## config.mk

```make
export PLATFORM = sky130hd
export DESIGN_NAME = watchdog_timer
export DESIGN_NICKNAME = d
export VERILOG_FILES = /design/src/logic/watchdog_pkg.sv /design/src/logic/watchdog_counter.sv /design/src/logic/watchdog_timer.sv
export SDC_FILE = /design/constraint.sdc
export NUM_CORES = 1
export LEC_CHECK = 0
export ABC_AREA = 1
export BUFFER_PORTS_ARGS = -buffer_cell sky130_fd_sc_hd__buf_2
export CORE_UTILIZATION = 61
export CTS_CLUSTER_DIAMETER = 60
export DETAILED_ROUTE_END_ITERATION = 12
export GPL_TIMING_DRIVEN = 0
export HOLD_SLACK_MARGIN = 0.15
export PLACE_DENSITY_LB_ADDON = 0.3
export SLEW_MARGIN = 20
export SYNTH_ARGS = -nofsm -noshare
export SYNTH_HDL_FRONTEND = slang
export SYNTH_SLANG_ARGS = --single-unit
```

## constraint.sdc

```tcl
create_clock -name clk_i -period 5.6 [get_ports clk_i]
set_clock_uncertainty 0.15 [all_clocks]
set_input_delay 0.84 -clock clk_i [delete_from_list [all_inputs] [get_ports clk_i]]
set_output_delay 0.84 -clock clk_i [all_outputs]
set_load 0.03 [all_outputs]
```

## src/logic/watchdog_pkg.sv

```systemverilog
// Constants, register map and types shared by the watchdog design.
package watchdog_pkg;

    // ------------------------------------------------------------
    // Register map
    // ------------------------------------------------------------
    localparam logic [7:0] ADDR_SERVICE = 8'ha6;
    localparam logic [7:0] ADDR_CONTROL = 8'ha7;

    // Values after reset.
    localparam logic [7:0] CONTROL_RESET = 8'h00;
    localparam logic [7:0] READ_ZERO = 8'h00;

    // Field positions inside watchdog_control.
    localparam int PERIOD_SELECT_MSB = 7;
    localparam int PERIOD_SELECT_LSB = 5;
    localparam int IDLE_FREEZE_BIT = 4;
    localparam int OVERFLOW_FLAG_BIT = 1;
    localparam int RUNNING_INDICATOR_BIT = 0;

    // ------------------------------------------------------------
    // Service pattern and counter shape
    // ------------------------------------------------------------
    localparam logic [7:0] SERVICE_FIRST = 8'h1e;
    localparam logic [7:0] SERVICE_SECOND = 8'he1;

    localparam int PRESCALER_WIDTH = 7;
    localparam int COUNTER_WIDTH = 14;
    localparam int PERIOD_SELECT_WIDTH = 3;

    // Length of the reset pulse handed to the CPU, in clock cycles.
    localparam int RESET_PULSE_CYCLES = 1;

    // ------------------------------------------------------------
    // Types
    // ------------------------------------------------------------
    typedef struct packed {
        logic       wr;
        logic       rd;
        logic [7:0] addr;
        logic [7:0] wdata;
    } sfr_req_s;

    typedef struct packed {
        logic [PERIOD_SELECT_WIDTH-1:0] period_select;
        logic                           idle_freeze;
        logic                           overflow_flag;
        logic                           running_indicator;
    } control_s;

    typedef enum logic [0:0] {
        SEQ_WAIT_FIRST,
        SEQ_WAIT_SECOND
    } seq_state_e;

endpackage

```

## src/logic/watchdog_counter.sv

```systemverilog
// Prescaler and time-out counter of the watchdog.
`timescale 1ns/10ps
module watchdog_counter
    import watchdog_pkg::*;
#(
    parameter int PRESC_W = PRESCALER_WIDTH,
    parameter int COUNT_W = COUNTER_WIDTH,
    parameter int SEL_W = PERIOD_SELECT_WIDTH
) (
    // Clock and reset
    input wire logic clk_i,
    input wire logic reset_i,
    // Control
    input wire logic clear_i,
    input wire logic advance_i,
    input wire logic [SEL_W-1:0] period_select_i,
    // Status
    output logic timeout_o
);

    // The largest selection must still fit the prescaler.
    if (PRESC_W < (1 << SEL_W) - 1) begin : g_bad_width
        $error("watchdog_counter: prescaler too narrow for selector");
    end

    logic [PRESC_W-1:0] presc_q, presc_d;
    logic [COUNT_W-1:0] count_q, count_d;
    logic [PRESC_W-1:0] tick_mask;
    logic tick;

    // ------------------------------------------------------------
    // Next state
    // ------------------------------------------------------------
    always_comb begin
        // Period is 2**(COUNT_W + select) cycles: the counter steps
        // once every 2**select prescaler cycles.
        tick_mask = PRESC_W'((1 << period_select_i) - 1);
        tick = advance_i && ((presc_q & tick_mask) == tick_mask);
        timeout_o = tick && (count_q == {COUNT_W{1'b1}});
        presc_d = presc_q;
        count_d = count_q;
        if (clear_i) begin
            presc_d = '0;
            count_d = '0;
        end else if (advance_i) begin
            presc_d = presc_q + PRESC_W'(1);
            if (tick) begin
                count_d = count_q + COUNT_W'(1);
            end
        end
    end

    // ------------------------------------------------------------
    // Registers
    // ------------------------------------------------------------
    always_ff @(posedge clk_i or posedge reset_i) begin
        if (reset_i) begin
            presc_q <= '0;
            count_q <= '0;
        end else begin
            presc_q <= presc_d;
            count_q <= count_d;
        end
    end

endmodule

```

## src/logic/watchdog_timer.sv

```systemverilog
// Watchdog timer with special function register access.
//
// Overview of operation
// 14-bit counter behind 7-bit prescaler, clock cycles.
// Period select 000 gives 16K, doubling to 2048K.
// Stopped after reset and power-down; arming restarts.
// Time-out pulses internal CPU reset.
// Writing 1EH then E1H arms the watchdog.
// Control bit 0 reads running, ignores writes.
// Same sequence before expiry restarts the interval.
// No write between pair; reads are allowed.
// Wrong sequence triggers immediate watchdog reset.
// Idle-freeze bit chooses counting or freezing in idle.
// Overflow flag set by time-out or bad sequence.
// Control register at A7H, defined bits reset zero.
// Service register at A6H, write-only.
// Good sequence clears prescaler and counter.
`timescale 1ns/10ps
module watchdog_timer
    import watchdog_pkg::*;
(
    // Clock and reset
    input wire logic clk_i,
    input wire logic reset_i,
    // Other system resets, same clock domain, level
    input wire logic other_reset_i,
    // Power state from the core, same clock domain
    input wire logic idle_i,
    input wire logic power_down_i,
    // Special function register access from the CPU core
    input wire sfr_req_s sfr_req_i,
    output logic [7:0] sfr_rdata_o,
    // Status and reset request
    output logic running_o,
    output logic overflow_o,
    output logic cpu_reset_o
);

    // ------------------------------------------------------------
    // Declarations
    // ------------------------------------------------------------
    control_s ctrl_q, ctrl_d;
    seq_state_e seq_q, seq_d;
    logic [7:0] rdata_q, rdata_d;
    logic reset_pulse_q, reset_pulse_d;

    logic write_service;
    logic write_control;
    logic write_other;
    logic seq_good;
    logic seq_bad;
    logic advance;
    logic clear_count;
    logic timeout;
    logic overflow_event;
    logic [7:0] control_view;

    // ------------------------------------------------------------
    // Register decode
    // ------------------------------------------------------------
    assign write_service = sfr_req_i.wr && (sfr_req_i.addr == ADDR_SERVICE);
    assign write_control = sfr_req_i.wr && (sfr_req_i.addr == ADDR_CONTROL);
    assign write_other = sfr_req_i.wr && !write_service;

    // The read view packs the live state; bits 3 and 2 read zero.
    always_comb begin
        control_view = CONTROL_RESET;
        control_view[PERIOD_SELECT_MSB:PERIOD_SELECT_LSB] =
            ctrl_q.period_select;
        control_view[IDLE_FREEZE_BIT] = ctrl_q.idle_freeze;
        control_view[OVERFLOW_FLAG_BIT] = ctrl_q.overflow_flag;
        control_view[RUNNING_INDICATOR_BIT] =
            ctrl_q.running_indicator;
    end

    // ------------------------------------------------------------
    // Service sequence
    // ------------------------------------------------------------
    // Reads never touch the sequence state, so they may sit between
    // the two service writes. Any write elsewhere between them counts
    // as a broken sequence, since the CPU has left the feed routine.
    always_comb begin
        seq_d = seq_q;
        seq_good = 1'b0;
        seq_bad = 1'b0;
        unique case (seq_q)
            SEQ_WAIT_FIRST: begin
                if (write_service) begin
                    if (sfr_req_i.wdata == SERVICE_FIRST) begin
                        seq_d = SEQ_WAIT_SECOND;
                    end else begin
                        seq_bad = 1'b1;
                    end
                end
            end
            SEQ_WAIT_SECOND: begin
                if (write_service) begin
                    seq_d = SEQ_WAIT_FIRST;
                    if (sfr_req_i.wdata == SERVICE_SECOND) begin
                        seq_good = 1'b1;
                    end else begin
                        seq_bad = 1'b1;
                    end
                end else if (write_other) begin
                    seq_d = SEQ_WAIT_FIRST;
                    seq_bad = 1'b1;
                end
            end
        endcase
        // Another reset or power-down abandons a half-done sequence.
        if (other_reset_i || power_down_i) begin
            seq_d = SEQ_WAIT_FIRST;
            seq_good = 1'b0;
            seq_bad = 1'b0;
        end
    end

    always_ff @(posedge clk_i or posedge reset_i) begin
        if (reset_i) begin
            seq_q <= SEQ_WAIT_FIRST;
        end else begin
            seq_q <= seq_d;
        end
    end

    // ------------------------------------------------------------
    // Counter
    // ------------------------------------------------------------
    // Idle with the freeze bit set holds the count where it is.
    assign advance = ctrl_q.running_indicator && !power_down_i &&
        !(idle_i && ctrl_q.idle_freeze);
    // A good sequence restarts a full period; a stopped watchdog is
    // kept at zero so that arming always begins from a clean count.
    assign clear_count = seq_good || !ctrl_q.running_indicator;

    watchdog_counter #(
        .PRESC_W(PRESCALER_WIDTH),
        .COUNT_W(COUNTER_WIDTH),
        .SEL_W(PERIOD_SELECT_WIDTH)
    ) u_counter (
        .clk_i(clk_i),
        .reset_i(reset_i),
        .clear_i(clear_count),
        .advance_i(advance),
        .period_select_i(ctrl_q.period_select),
        .timeout_o(timeout)
    );

    // A feed landing on the expiring cycle still saves the system.
    assign overflow_event = (timeout && !seq_good) || seq_bad;

    // ------------------------------------------------------------
    // Control register
    // ------------------------------------------------------------
    always_comb begin
        ctrl_d = ctrl_q;
        if (write_control) begin
            ctrl_d.period_select =
                sfr_req_i.wdata[PERIOD_SELECT_MSB:PERIOD_SELECT_LSB];
            ctrl_d.idle_freeze = sfr_req_i.wdata[IDLE_FREEZE_BIT];
            // Software may only clear the flag; writing 1 keeps it.
            if (!sfr_req_i.wdata[OVERFLOW_FLAG_BIT]) begin
                ctrl_d.overflow_flag = 1'b0;
            end
            // The running indicator ignores writes.
        end
        if (seq_good) begin
            ctrl_d.running_indicator = 1'b1;
        end
        // Set wins over a clear written in the same cycle.
        if (overflow_event) begin
            ctrl_d.overflow_flag = 1'b1;
        end
        // Our own reset, other resets and power-down stop it.
        if (overflow_event || other_reset_i || power_down_i) begin
            ctrl_d.running_indicator = 1'b0;
        end
    end

    // The flag survives the reset it requests and other resets;
    // only the power-on reset on reset_i or a software write of 0 to bit 1 clears it.
    always_ff @(posedge clk_i or posedge reset_i) begin
        if (reset_i) begin
            ctrl_q <= control_s'(6'(CONTROL_RESET));
        end else begin
            ctrl_q <= ctrl_d;
        end
    end

    // ------------------------------------------------------------
    // Read data and reset pulse
    // ------------------------------------------------------------
    always_comb begin
        rdata_d = rdata_q;
        if (sfr_req_i.rd) begin
            unique case (sfr_req_i.addr)
                ADDR_CONTROL: rdata_d = control_view;
                ADDR_SERVICE: rdata_d = READ_ZERO;
                default: rdata_d = READ_ZERO;
            endcase
        end
        reset_pulse_d = overflow_event;
    end

    always_ff @(posedge clk_i or posedge reset_i) begin
        if (reset_i) begin
            rdata_q <= READ_ZERO;
            reset_pulse_q <= 1'b0;
        end else begin
            rdata_q <= rdata_d;
            reset_pulse_q <= reset_pulse_d;
        end
    end

    assign sfr_rdata_o = rdata_q;
    assign cpu_reset_o = reset_pulse_q;
    assign running_o = ctrl_q.running_indicator;
    assign overflow_o = ctrl_q.overflow_flag;

endmodule

```

## Yosys cells after proc, flatten, opt, wreduce, memory -nomap -nowiden

Cells that the tools add are included.

- $add $sub $neg: 3
- Equal/unequal tests: 7
- Shift operators: 1
- Mux-type cells: 28
- Bitwise logic cells: 2
- Reductions and logical operators: 25

Operators by type and width:

| cell | number |
|---|---|
| $mux 14 | 3 |
| $eq 8x8->1 const B | 3 |
| $mux 1 | 20 |
| $add 14x1->14 const B | 1 |
| $eq 14x14->1 const B | 1 |
| $mux 7 | 2 |
| $logic_and 1x1->1 | 9 |
| $eq 8x5->1 const B | 1 |
| $mux 8 | 1 |
| $reduce_bool 2->1 | 4 |
| $add 7x1->7 const B | 1 |
| $and 7x7->7 | 1 |
| $eq 7x7->1 | 1 |
| $shl 1x3->7 const A | 1 |
| $sub 7x2->7 const B | 1 |
| $logic_not 1->1 | 5 |
| $logic_or 1x1->1 | 5 |
| $pmux 1 s2 | 2 |
| $reduce_and 2->1 | 2 |
| $ne 2x1->1 const B | 1 |
| $not 1->1 | 1 |

- Register bits: 37
- Input bits: 23
- Output and inout bits: 11
- Logic and storage cells: 75

## Logic depth before layout (Yosys ltp)

Gate-level depths: netlist of the first run.

- Word-level depth: 12
- Mapped depth: 16
- Gate-level depth less buffers: 14

## Cells and area by module

A second synthesis of the first run with hierarchy kept.

- Cell total of the unflattened synthesis: 309
- Area, all modules: 2185.8 um^2

Modules (own cells, without submodules):

| module | times used | cells an instance | area each (um^2) | sequential area each (um^2) |
|---|---|---|---|---|
| watchdog_counter | 1 | 197 | 1377.6 | 525.5 |
| watchdog_timer | 1 | 112 | 808.3 | 350.3 |

## Worst setup path after synthesis of the first run

OpenSTA, ideal clock, no wires.

- Path kind: input -> register
- Start: input sfr_req_i[14] (netlist bit)
- End: register u_counter.count_q[8]
- Library setup time: 0.117 ns
- Data arrival time: 1.861 ns
- Data required time: 5.333 ns
- Path slack: 3.472 ns
- Stages on the path: 11
- Buffers on the path: 1
- Cell sequence: inv_1 nand2_1 nor2_2 nand2_1 nor2_1 nand4_2 nand2_4 inv_4 buf_4 nand3b_1 nand2_2

- Cells in the longest elaborated chain, start to end: 8
- Elaborated cells between the ends (all ways): 10
- Those cells by class: 1 x eq/ne; 4 x mux; 5 x reduce/logical

Ends and longest elaborated chain:

| item | RTL line | text |
|---|---|---|
| start: declaration | watchdog_timer.sv:31 | `input wire sfr_req_s sfr_req_i,` |
| $eq 8x8->1 * | watchdog_timer.sv:61 | `assign write_service = sfr_req_i.wr && (sfr_req_i.addr == ADDR_SERVICE);` |
| $logic_and 1x1->1 * | watchdog_timer.sv:61 |  |
| $mux 1 * | watchdog_timer.sv:97 | `if (write_service) begin` |
| $mux 1 * | watchdog_timer.sv:86 | `unique case (seq_q)` |
| $mux 1 * | watchdog_timer.sv:111 | `if (other_reset_i \|\| power_down_i) begin` |
| $logic_or 1x1->1 * | watchdog_timer.sv:134 | `assign clear_count = seq_good \|\| !ctrl_q.running_indicator;` |
| $reduce_bool 2->1 (no source line) | -- |  |
| $reduce_and 2->1 (no source line) | -- |  |
| end signal: assignment | watchdog_counter.sv:62 | `count_q <= count_d;` |
| end: declaration | watchdog_counter.sv:27 | `logic [COUNT_W-1:0] count_q, count_d;` |

Every way passes the cells marked *; elsewhere a longest branch is shown, timed or not.
A chain may end at the register's enable or synchronous reset.

## Worst setup path after layout of the first run

- Start: register ctrl_q, in the netlist control_view[6]
- End: register u_counter.count_q[3]

- Cells in the longest elaborated chain, start to end: 7

Ends and longest elaborated chain:

| item | RTL line | text |
|---|---|---|
| start: declaration | watchdog_timer.sv:42 | `control_s ctrl_q, ctrl_d;` |
| start signal: assignment | watchdog_timer.sv:184 | `ctrl_q <= control_s'(6'(CONTROL_RESET));` |
| start signal: assignment | watchdog_timer.sv:186 | `ctrl_q <= ctrl_d;` |
| $shl 1x3->7 * | watchdog_counter.sv:37 | `tick_mask = PRESC_W'((1 << period_select_i) - 1);` |
| $sub 7x2->7 * | watchdog_counter.sv:37 |  |
| $and 7x7->7 | watchdog_counter.sv:38 | `tick = advance_i && ((presc_q & tick_mask) == tick_mask);` |
| $eq 7x7->1 * | watchdog_counter.sv:38 |  |
| $logic_and 1x1->1 * | watchdog_counter.sv:38 |  |
| $reduce_bool 2->1 (no source line) * | -- |  |
| $reduce_and 2->1 (no source line) * | -- |  |

Marked as above.

==> results by group, run 1 <==
Outcome
  – Status: completed

STA
  – Final Critical Period: 2.283 ns
  – Fmax: approximately 0.44 GHz
  – Final setup viols: 0
  – Tightest Pin Transition: 0.7224 ns
  – Fin Hold WS: around 0.33 ns
  – RSZ-0062 raised after global routing: false
  – TNS Setup: 0 ns
  – Slew margin rel.: 0.5177
  – Slew Limit Fails: 0
  – Final hold violations: 0
  – Crit share post-route: 0.4076

Global route
  – Largest net degree at the start of global routing: 36
  – Grt total ovfl: 0
  – Number of global-route vias before repair: 1986
  – Total track usage: 0.2692
  – First-pass GRT wire length: 8307 µm
  – Antenna violations before repair: 0

Clock network
  – Clock sink total: 35
  – TritonCTS clock tree: yes
  – Max Root-Sink Buffers: 2
  – Setup bufs post-CTS: 0
  – Clk Latency, worst-skew pair: 0.29 ns
  – CTS clock-pin slew for the worst setup and hold paths: 0.07 ns
  – H-tree level count: 2
  – CTS Root Cell: clkbuf_8
  – Total CTS buffers: 5
  – PostCTS Resize Cnt: 0
  – Cts-stage hold buffer count: 0

Logic synthesis
  – Top cell type's share of synthesized area: 0.3848
  – Top cells by area, synth: dfrtp_1 (38%), nand2_1 (12%), xor2_1 (5.0%), nand3b_1 (4.9%), nand2_2 (4.7%)
  – Netlist cell types: 33
  – Yosys top cell by area: dfrtp_1
  – Synth Register Bits: 35
  – Syn Inst Count: 290
  – Post-Syn Area per Cell: ~7.8 µm²
  – Asr flop ratio synth: 1.000
  – Main flop type after synthesis: dfrtp_1
  – Mapped Area: 0.002276 mm²
  – Ys Warns: 0
  – Register area share after synthesis: 0.3848
  – Post-synth EDFFs: 0

Finish
  – NumNets Final: approximately 360
  – Share of cells above drive strength 1: 0.2515
  – Fin area: 0.002610 mm²
  – Post-layout util: 0.7583
  – Commonest non-fill, non-tap cell in the layout: nand2_1
  – Most frequent cells in the layout: nand2_1 (73), dfrtp_1 (35), buf_2 (31)
  – Filler cells: 259
  – Diode count: 0
  – Area growth syn-to-layout: 14.68%

Job
  – Max_cap viols: 0

Hold path
  – Hold Path Class: flip-flop to flip-flop
  – Hold endpoint: sfr_rdata_o[7]
  – Hold Crit Start: sfr_rdata_o[7]
  – Hold depth: 2

Setup path
  – Buf+Inv Stages, Crit Path: 3
  – Critical Path Source: control_view[6]
  – Worst Path Max Fanout: 10
  – Worst flop-to-flop path startpoint: control_view[6]
  – Slowest stage delay, CP: 0.48 ns
  – CP delay by family, top: simple AND/OR/NAND/NOR gates
  – R2r endpoint: u_counter.count_q[3]
  – Crit. End Element: flip-flop
  – Required time of the critical path: 5.63 ns
  – Arr. time, crit path: 2.31 ns
  – CP Cell Sequence: nor2_2 -> nand2_2 -> ha_1 -> inv_1 -> nand2_1 -> nand2_1 -> nor2_1 -> nand3_2 -> clkinv_2 -> nand2_4 -> nor2_8 -> nor2_8 -> buf_12 -> nand2_2 -> nand2_1
  – Most frequent CP cell: nand2_1
  – CP max-delay cell: dfrtp_1
  – Worst-case reg-to-reg path depth: 15
  – CP Launch Type: flip-flop
  – Reg-to-reg slack, setup: 3.32 ns
  – Setup CP Type: flip-flop to flip-flop

Placed design
  – PortBufs: 31
  – Post-DP Area: 0.002492 mm²
  – Gpl congestion: 0.8812
  – Final HPWL DP: 3414 µm

Floorplan
  – IO Pins: 34
  – Die Area: ~0.0040 mm²
  – Site Rows: 21
  – Initial core utilization: 0.6612
  – Die Wd: 63.08 µm
  – Core Box Area: 0.003442 mm²
  – Die height: 63.08 µm

Routing
  – Post-route ant nets: 0
  – Initial drt markers: 126
  – DR DRC count: 0
  – Routed wire length: between 4000 and 5000 µm
  – Detailed-router iteration count before antenna repair: 4
  – Wire length per cell: 12.09 µm
  – Via density: 5.277
  – Via count: 1984

Power
  – Total power: 537.7 µW
  – Pwr/cell area: 206.0 mW/mm²
  – Max VDD drop: 129.8 µV
  – Pleak: 1.348 nW
through the flow:
step	setup slack (ns)	cells
2_1_floorplan	3.472	291
3_3_place_gp	3.193	368
3_5_place_dp	3.164	368
4_1_cts	3.321	376
5_1_grt	3.125	376
6_report	3.317	376
state kept, by name, indices dropped and copies added (netlist names):
register,count
control_view,4
sfr_rdata_o,6
running_o,1
overflow_o,1
seq_q,1
cpu_reset_o,1
u_counter.presc_q,7
u_counter.count_q,14
cell usage after synthesis (2+ instances only):
master,instances
nor2_2,2
clkinv_1,2
nand2_4,3
xor2_1,13
nand3_1,17
nand3_2,4
nand4_1,6
nand3b_2,2
nand3b_1,15
nor2_8,2
nand2_2,17
inv_1,27
o21ai_0,10
nor3_1,9
buf_4,4
o31ai_1,3
a21oi_1,3
nor2_1,27
inv_4,2
dfrtp_1,35
ha_1,3
nand2_1,73
tightest hold or removal path: stages (launching register included):
cell and delay, ns:
dfrtp_1 0.34, nand2_1 0.05, o31ai_1 0.05
worst max path at each step:
stage / endpoint / cells past startpoint
4_1_cts: u_counter.count_q[3] / 15
6_report: u_counter.count_q[3] / 15
5_1_grt: u_counter.count_q[3] / 15
3_5_place_dp: u_counter.count_q[3] / 12
2_1_floorplan: u_counter.count_q[8] / 11
3_3_place_gp: overflow_o / 9
routing by layer:
layer  track usage  wire length [µm]
met1        0.3140              2076
met2        0.4785              2340
met3       0.06159               110
met4       0.09593                16
met5             0                 0
logic make-up after synthesis:
group,count (synthesis),synth area share
simple gates,179,0.4101
buf+inv,39,0.08411
flops,35,0.3848
compound gates,19,0.04892
xor+xnor,14,0.05388
fa+ha+maj,3,0.01649
other cells,1,0.001648
power breakdown:
group | switching, mW | internal, mW | total, mW
Clock | 0.0913 | 0.144 | 0.235
Sequential | 0.00287 | 0.255 | 0.258
Combinational | 0.0290 | 0.0155 | 0.0445
Total | 0.123 | 0.415 | 0.538
area by class of cell:
class	count	area (µm²)	area share
clock inverter	2	35.03	0.01342
timing repair buffer	31	155.1	0.05944
tap	46	57.56	0.02205
multi-input combinational	217	1212	0.4645
inverter	33	130.1	0.04986
buffer	6	61.31	0.02349
clock buffer	6	82.58	0.03164
sequential	35	875.8	0.3356
(Power assumes the default switching activity.)
==> run 2: changes to the inputs <==
- CORE_UTILIZATION: 61 -> 57
- clock period: 5.6 -> 2.4 ns (I/O delays scaled with it)
==> run 2 against run 1 <==
Power rose by 120%. Wire length rose by 4.0%. Count of clock-buffer cells in the layout rose by 2. Sequential cell count did not move. Combinational power rose by 140%. Critical endpoint is now u_counter.count_q[9].
==> results by group, run 2 (synthesis gave the netlist of run 1 again) <==
Clock network
  – Clock sink total: 35
  – CTS Root Cell: clkbuf_8
  – CTS clock-pin slew for the worst setup and hold paths: around 0.080 ns
  – TritonCTS clock tree: yes
  – Max Root-Sink Buffers: 2
  – Clk Latency, worst-skew pair: 0.29 ns
  – Cts-stage hold buffer count: 1
  – PostCTS Resize Cnt: 0
  – Setup bufs post-CTS: 0
  – H-tree level count: 2
  – Total CTS buffers: 5

Floorplan
  – Die Wd: roughly 65 µm
  – Core Box Area: 0.003744 mm²
  – IO Pins: 34
  – Die Area: between 0.004 and 0.005 mm²
  – Initial core utilization: 0.6080
  – Die height: between 60 and 70 µm
  – Site Rows: 22

Finish
  – Number of flip-flops under the largest register name: 14
  – Diode count: 0
  – Filler cells: 331
  – Register area: around 900 µm²
  – Area growth syn-to-layout: 14.46%
  – Biggest register: u_counter.count_q
  – Share of cells above drive strength 1: 0.2477
  – Most frequent cells in the layout: nand2_1 (73), dfrtp_1 (35), buf_2 (31)
  – Commonest non-fill, non-tap cell in the layout: nand2_1
  – Post-layout util: 0.6959
  – NumNets Final: roughly 360
  – Fin area: 0.002605 mm²
  – Multi-input logic area: 0.001212 mm²

STA
  – TNS Setup: 0 ns
  – Final hold violations: 0
  – Final worst setup slack: 0.1784 ns
  – Final setup viols: 0
  – Fmax: 0.4501 GHz
  – RSZ-0062 raised after global routing: false
  – Final Critical Period: between 2 and 2.5 ns
  – Tightest Pin Transition: 0.7408 ns
  – Slew margin rel.: 0.5054
  – Slew Limit Fails: 0
  – Crit share post-route: 0.9257

Placed design
  – Post-DP Area: 0.002495 mm²
  – Final HPWL DP: ~3400 µm
  – Gpl congestion: 0.8794
  – PortBufs: 31
  – Setup WS pre-CTS: 0.1962 ns

Hold path
  – Hold Path Class: input port to flip-flop
  – Hold Crit Start: sfr_req_i[6]

Outcome
  – Status: completed

Setup path
  – Setup CP Type: flip-flop to flip-flop
  – Critical Path Source: control_view[6]
  – Worst Path Max Fanout: 10
  – Worst flop-to-flop path startpoint: control_view[6]
  – Arr. time, crit path: 2.25 ns
  – CP Launch Type: flip-flop
  – Crit. End Element: flip-flop
  – Reg-to-reg slack, setup: 0.18 ns
  – Required time of the critical path: 2.43 ns

Routing
  – Via count: 1974
  – Routed wire length: 4726 µm
  – Post-route ant nets: 0
  – Detailed-router iteration count before antenna repair: 4
  – Initial drt markers: 127
  – Via density: ~5.2
  – Wire length per cell: 12.47 µm
  – DR DRC count: 0

Power
  – Pwr/cell area: 454.7 mW/mm²
  – Pleak: between 1 and 1.5 nW
  – Max VDD drop: 230.0 µV
  – Total power: 1.184 mW

Global route
  – Antenna violations before repair: 0
  – Total track usage: 0.2525
  – Number of global-route vias before repair: between 1500 and 2000
  – Grt total ovfl: 0
  – First-pass GRT wire length: roughly 8300 µm
  – Largest net degree at the start of global routing: 36

Job
  – Max_cap viols: 0
run 2: changes by cell type in the layout (fill, tap and decap cells not counted):
cell / previous run / this run
bufinv_16: 1 / 0
clkbuf_1: 0 / 1
clkbuf_8: 6 / 7
clkinv_2: 2 / 1
dlygate4sd3_1: 0 / 1
run 2: metrics by stage:
stage / std cells / hold WS (ns)
after CTS: 379 / 0.1682
after global placement: 370 / 0.3137
after detailed placement: 370 / 0.3245
final: 379 / 0.1622
after floorplan: 291 / 0.3245
after global routing: 379 / 0.2033
run 2: final cells by class:
type | count | share of cell area
inverter | 33 | 0.04995
tap | 48 | 0.02305
clock buffer | 8 | 0.03842
multi-input combinational | 217 | 0.4654
buffer | 6 | 0.02354
timing repair buffer | 32 | 0.06340
sequential | 35 | 0.3362
run 2: worst max-delay path, cell delays in order (launching register included):
cell,delay (ns)
dfrtp_1,0.47
nor2_2,0.19
nand2_2,0.08
ha_1,0.28
inv_1,0.04
nand2_1,0.04
nand2_1,0.04
nor2_1,0.10
nand3_2,0.09
clkinv_2,0.07
nand2_4,0.05
nor2_8,0.17
nor2_8,0.07
buf_12,0.15
nand2_2,0.06
nand2_2,0.05
run 2: report_power, final:
part | total (mW) | switching, mW | internal [mW]
combinational | 0.105 | 0.0675 | 0.0373
clock | 0.478 | 0.216 | 0.262
sequential | 0.602 | 0.00687 | 0.595
total | 1.18 | 0.290 | 0.894
run 2: final timing paths:
| check | to | cells after the start |
|---|---|---|
| setup / recovery | u_counter.count_q[9] | 15 |
| hold / removal | control_view[6] | 3 |
| setup reg to reg | u_counter.count_q[9] | 15 |
| hold reg to reg | sfr_rdata_o[0] | 2 |
| max in group asynchronous | u_counter.presc_q[1] | 3 |
| min in group asynchronous | u_counter.presc_q[4] | 3 |
run 2: layer usage:
layer  global-route usage  vias to the layer above  share of wire
li1                     -                     1006              -
met1               0.3260                      930           0.47
met2               0.4278                       32           0.49
met3              0.05729                        6          0.027
met4              0.05707                        0          0.014
met5                    0                        -              0
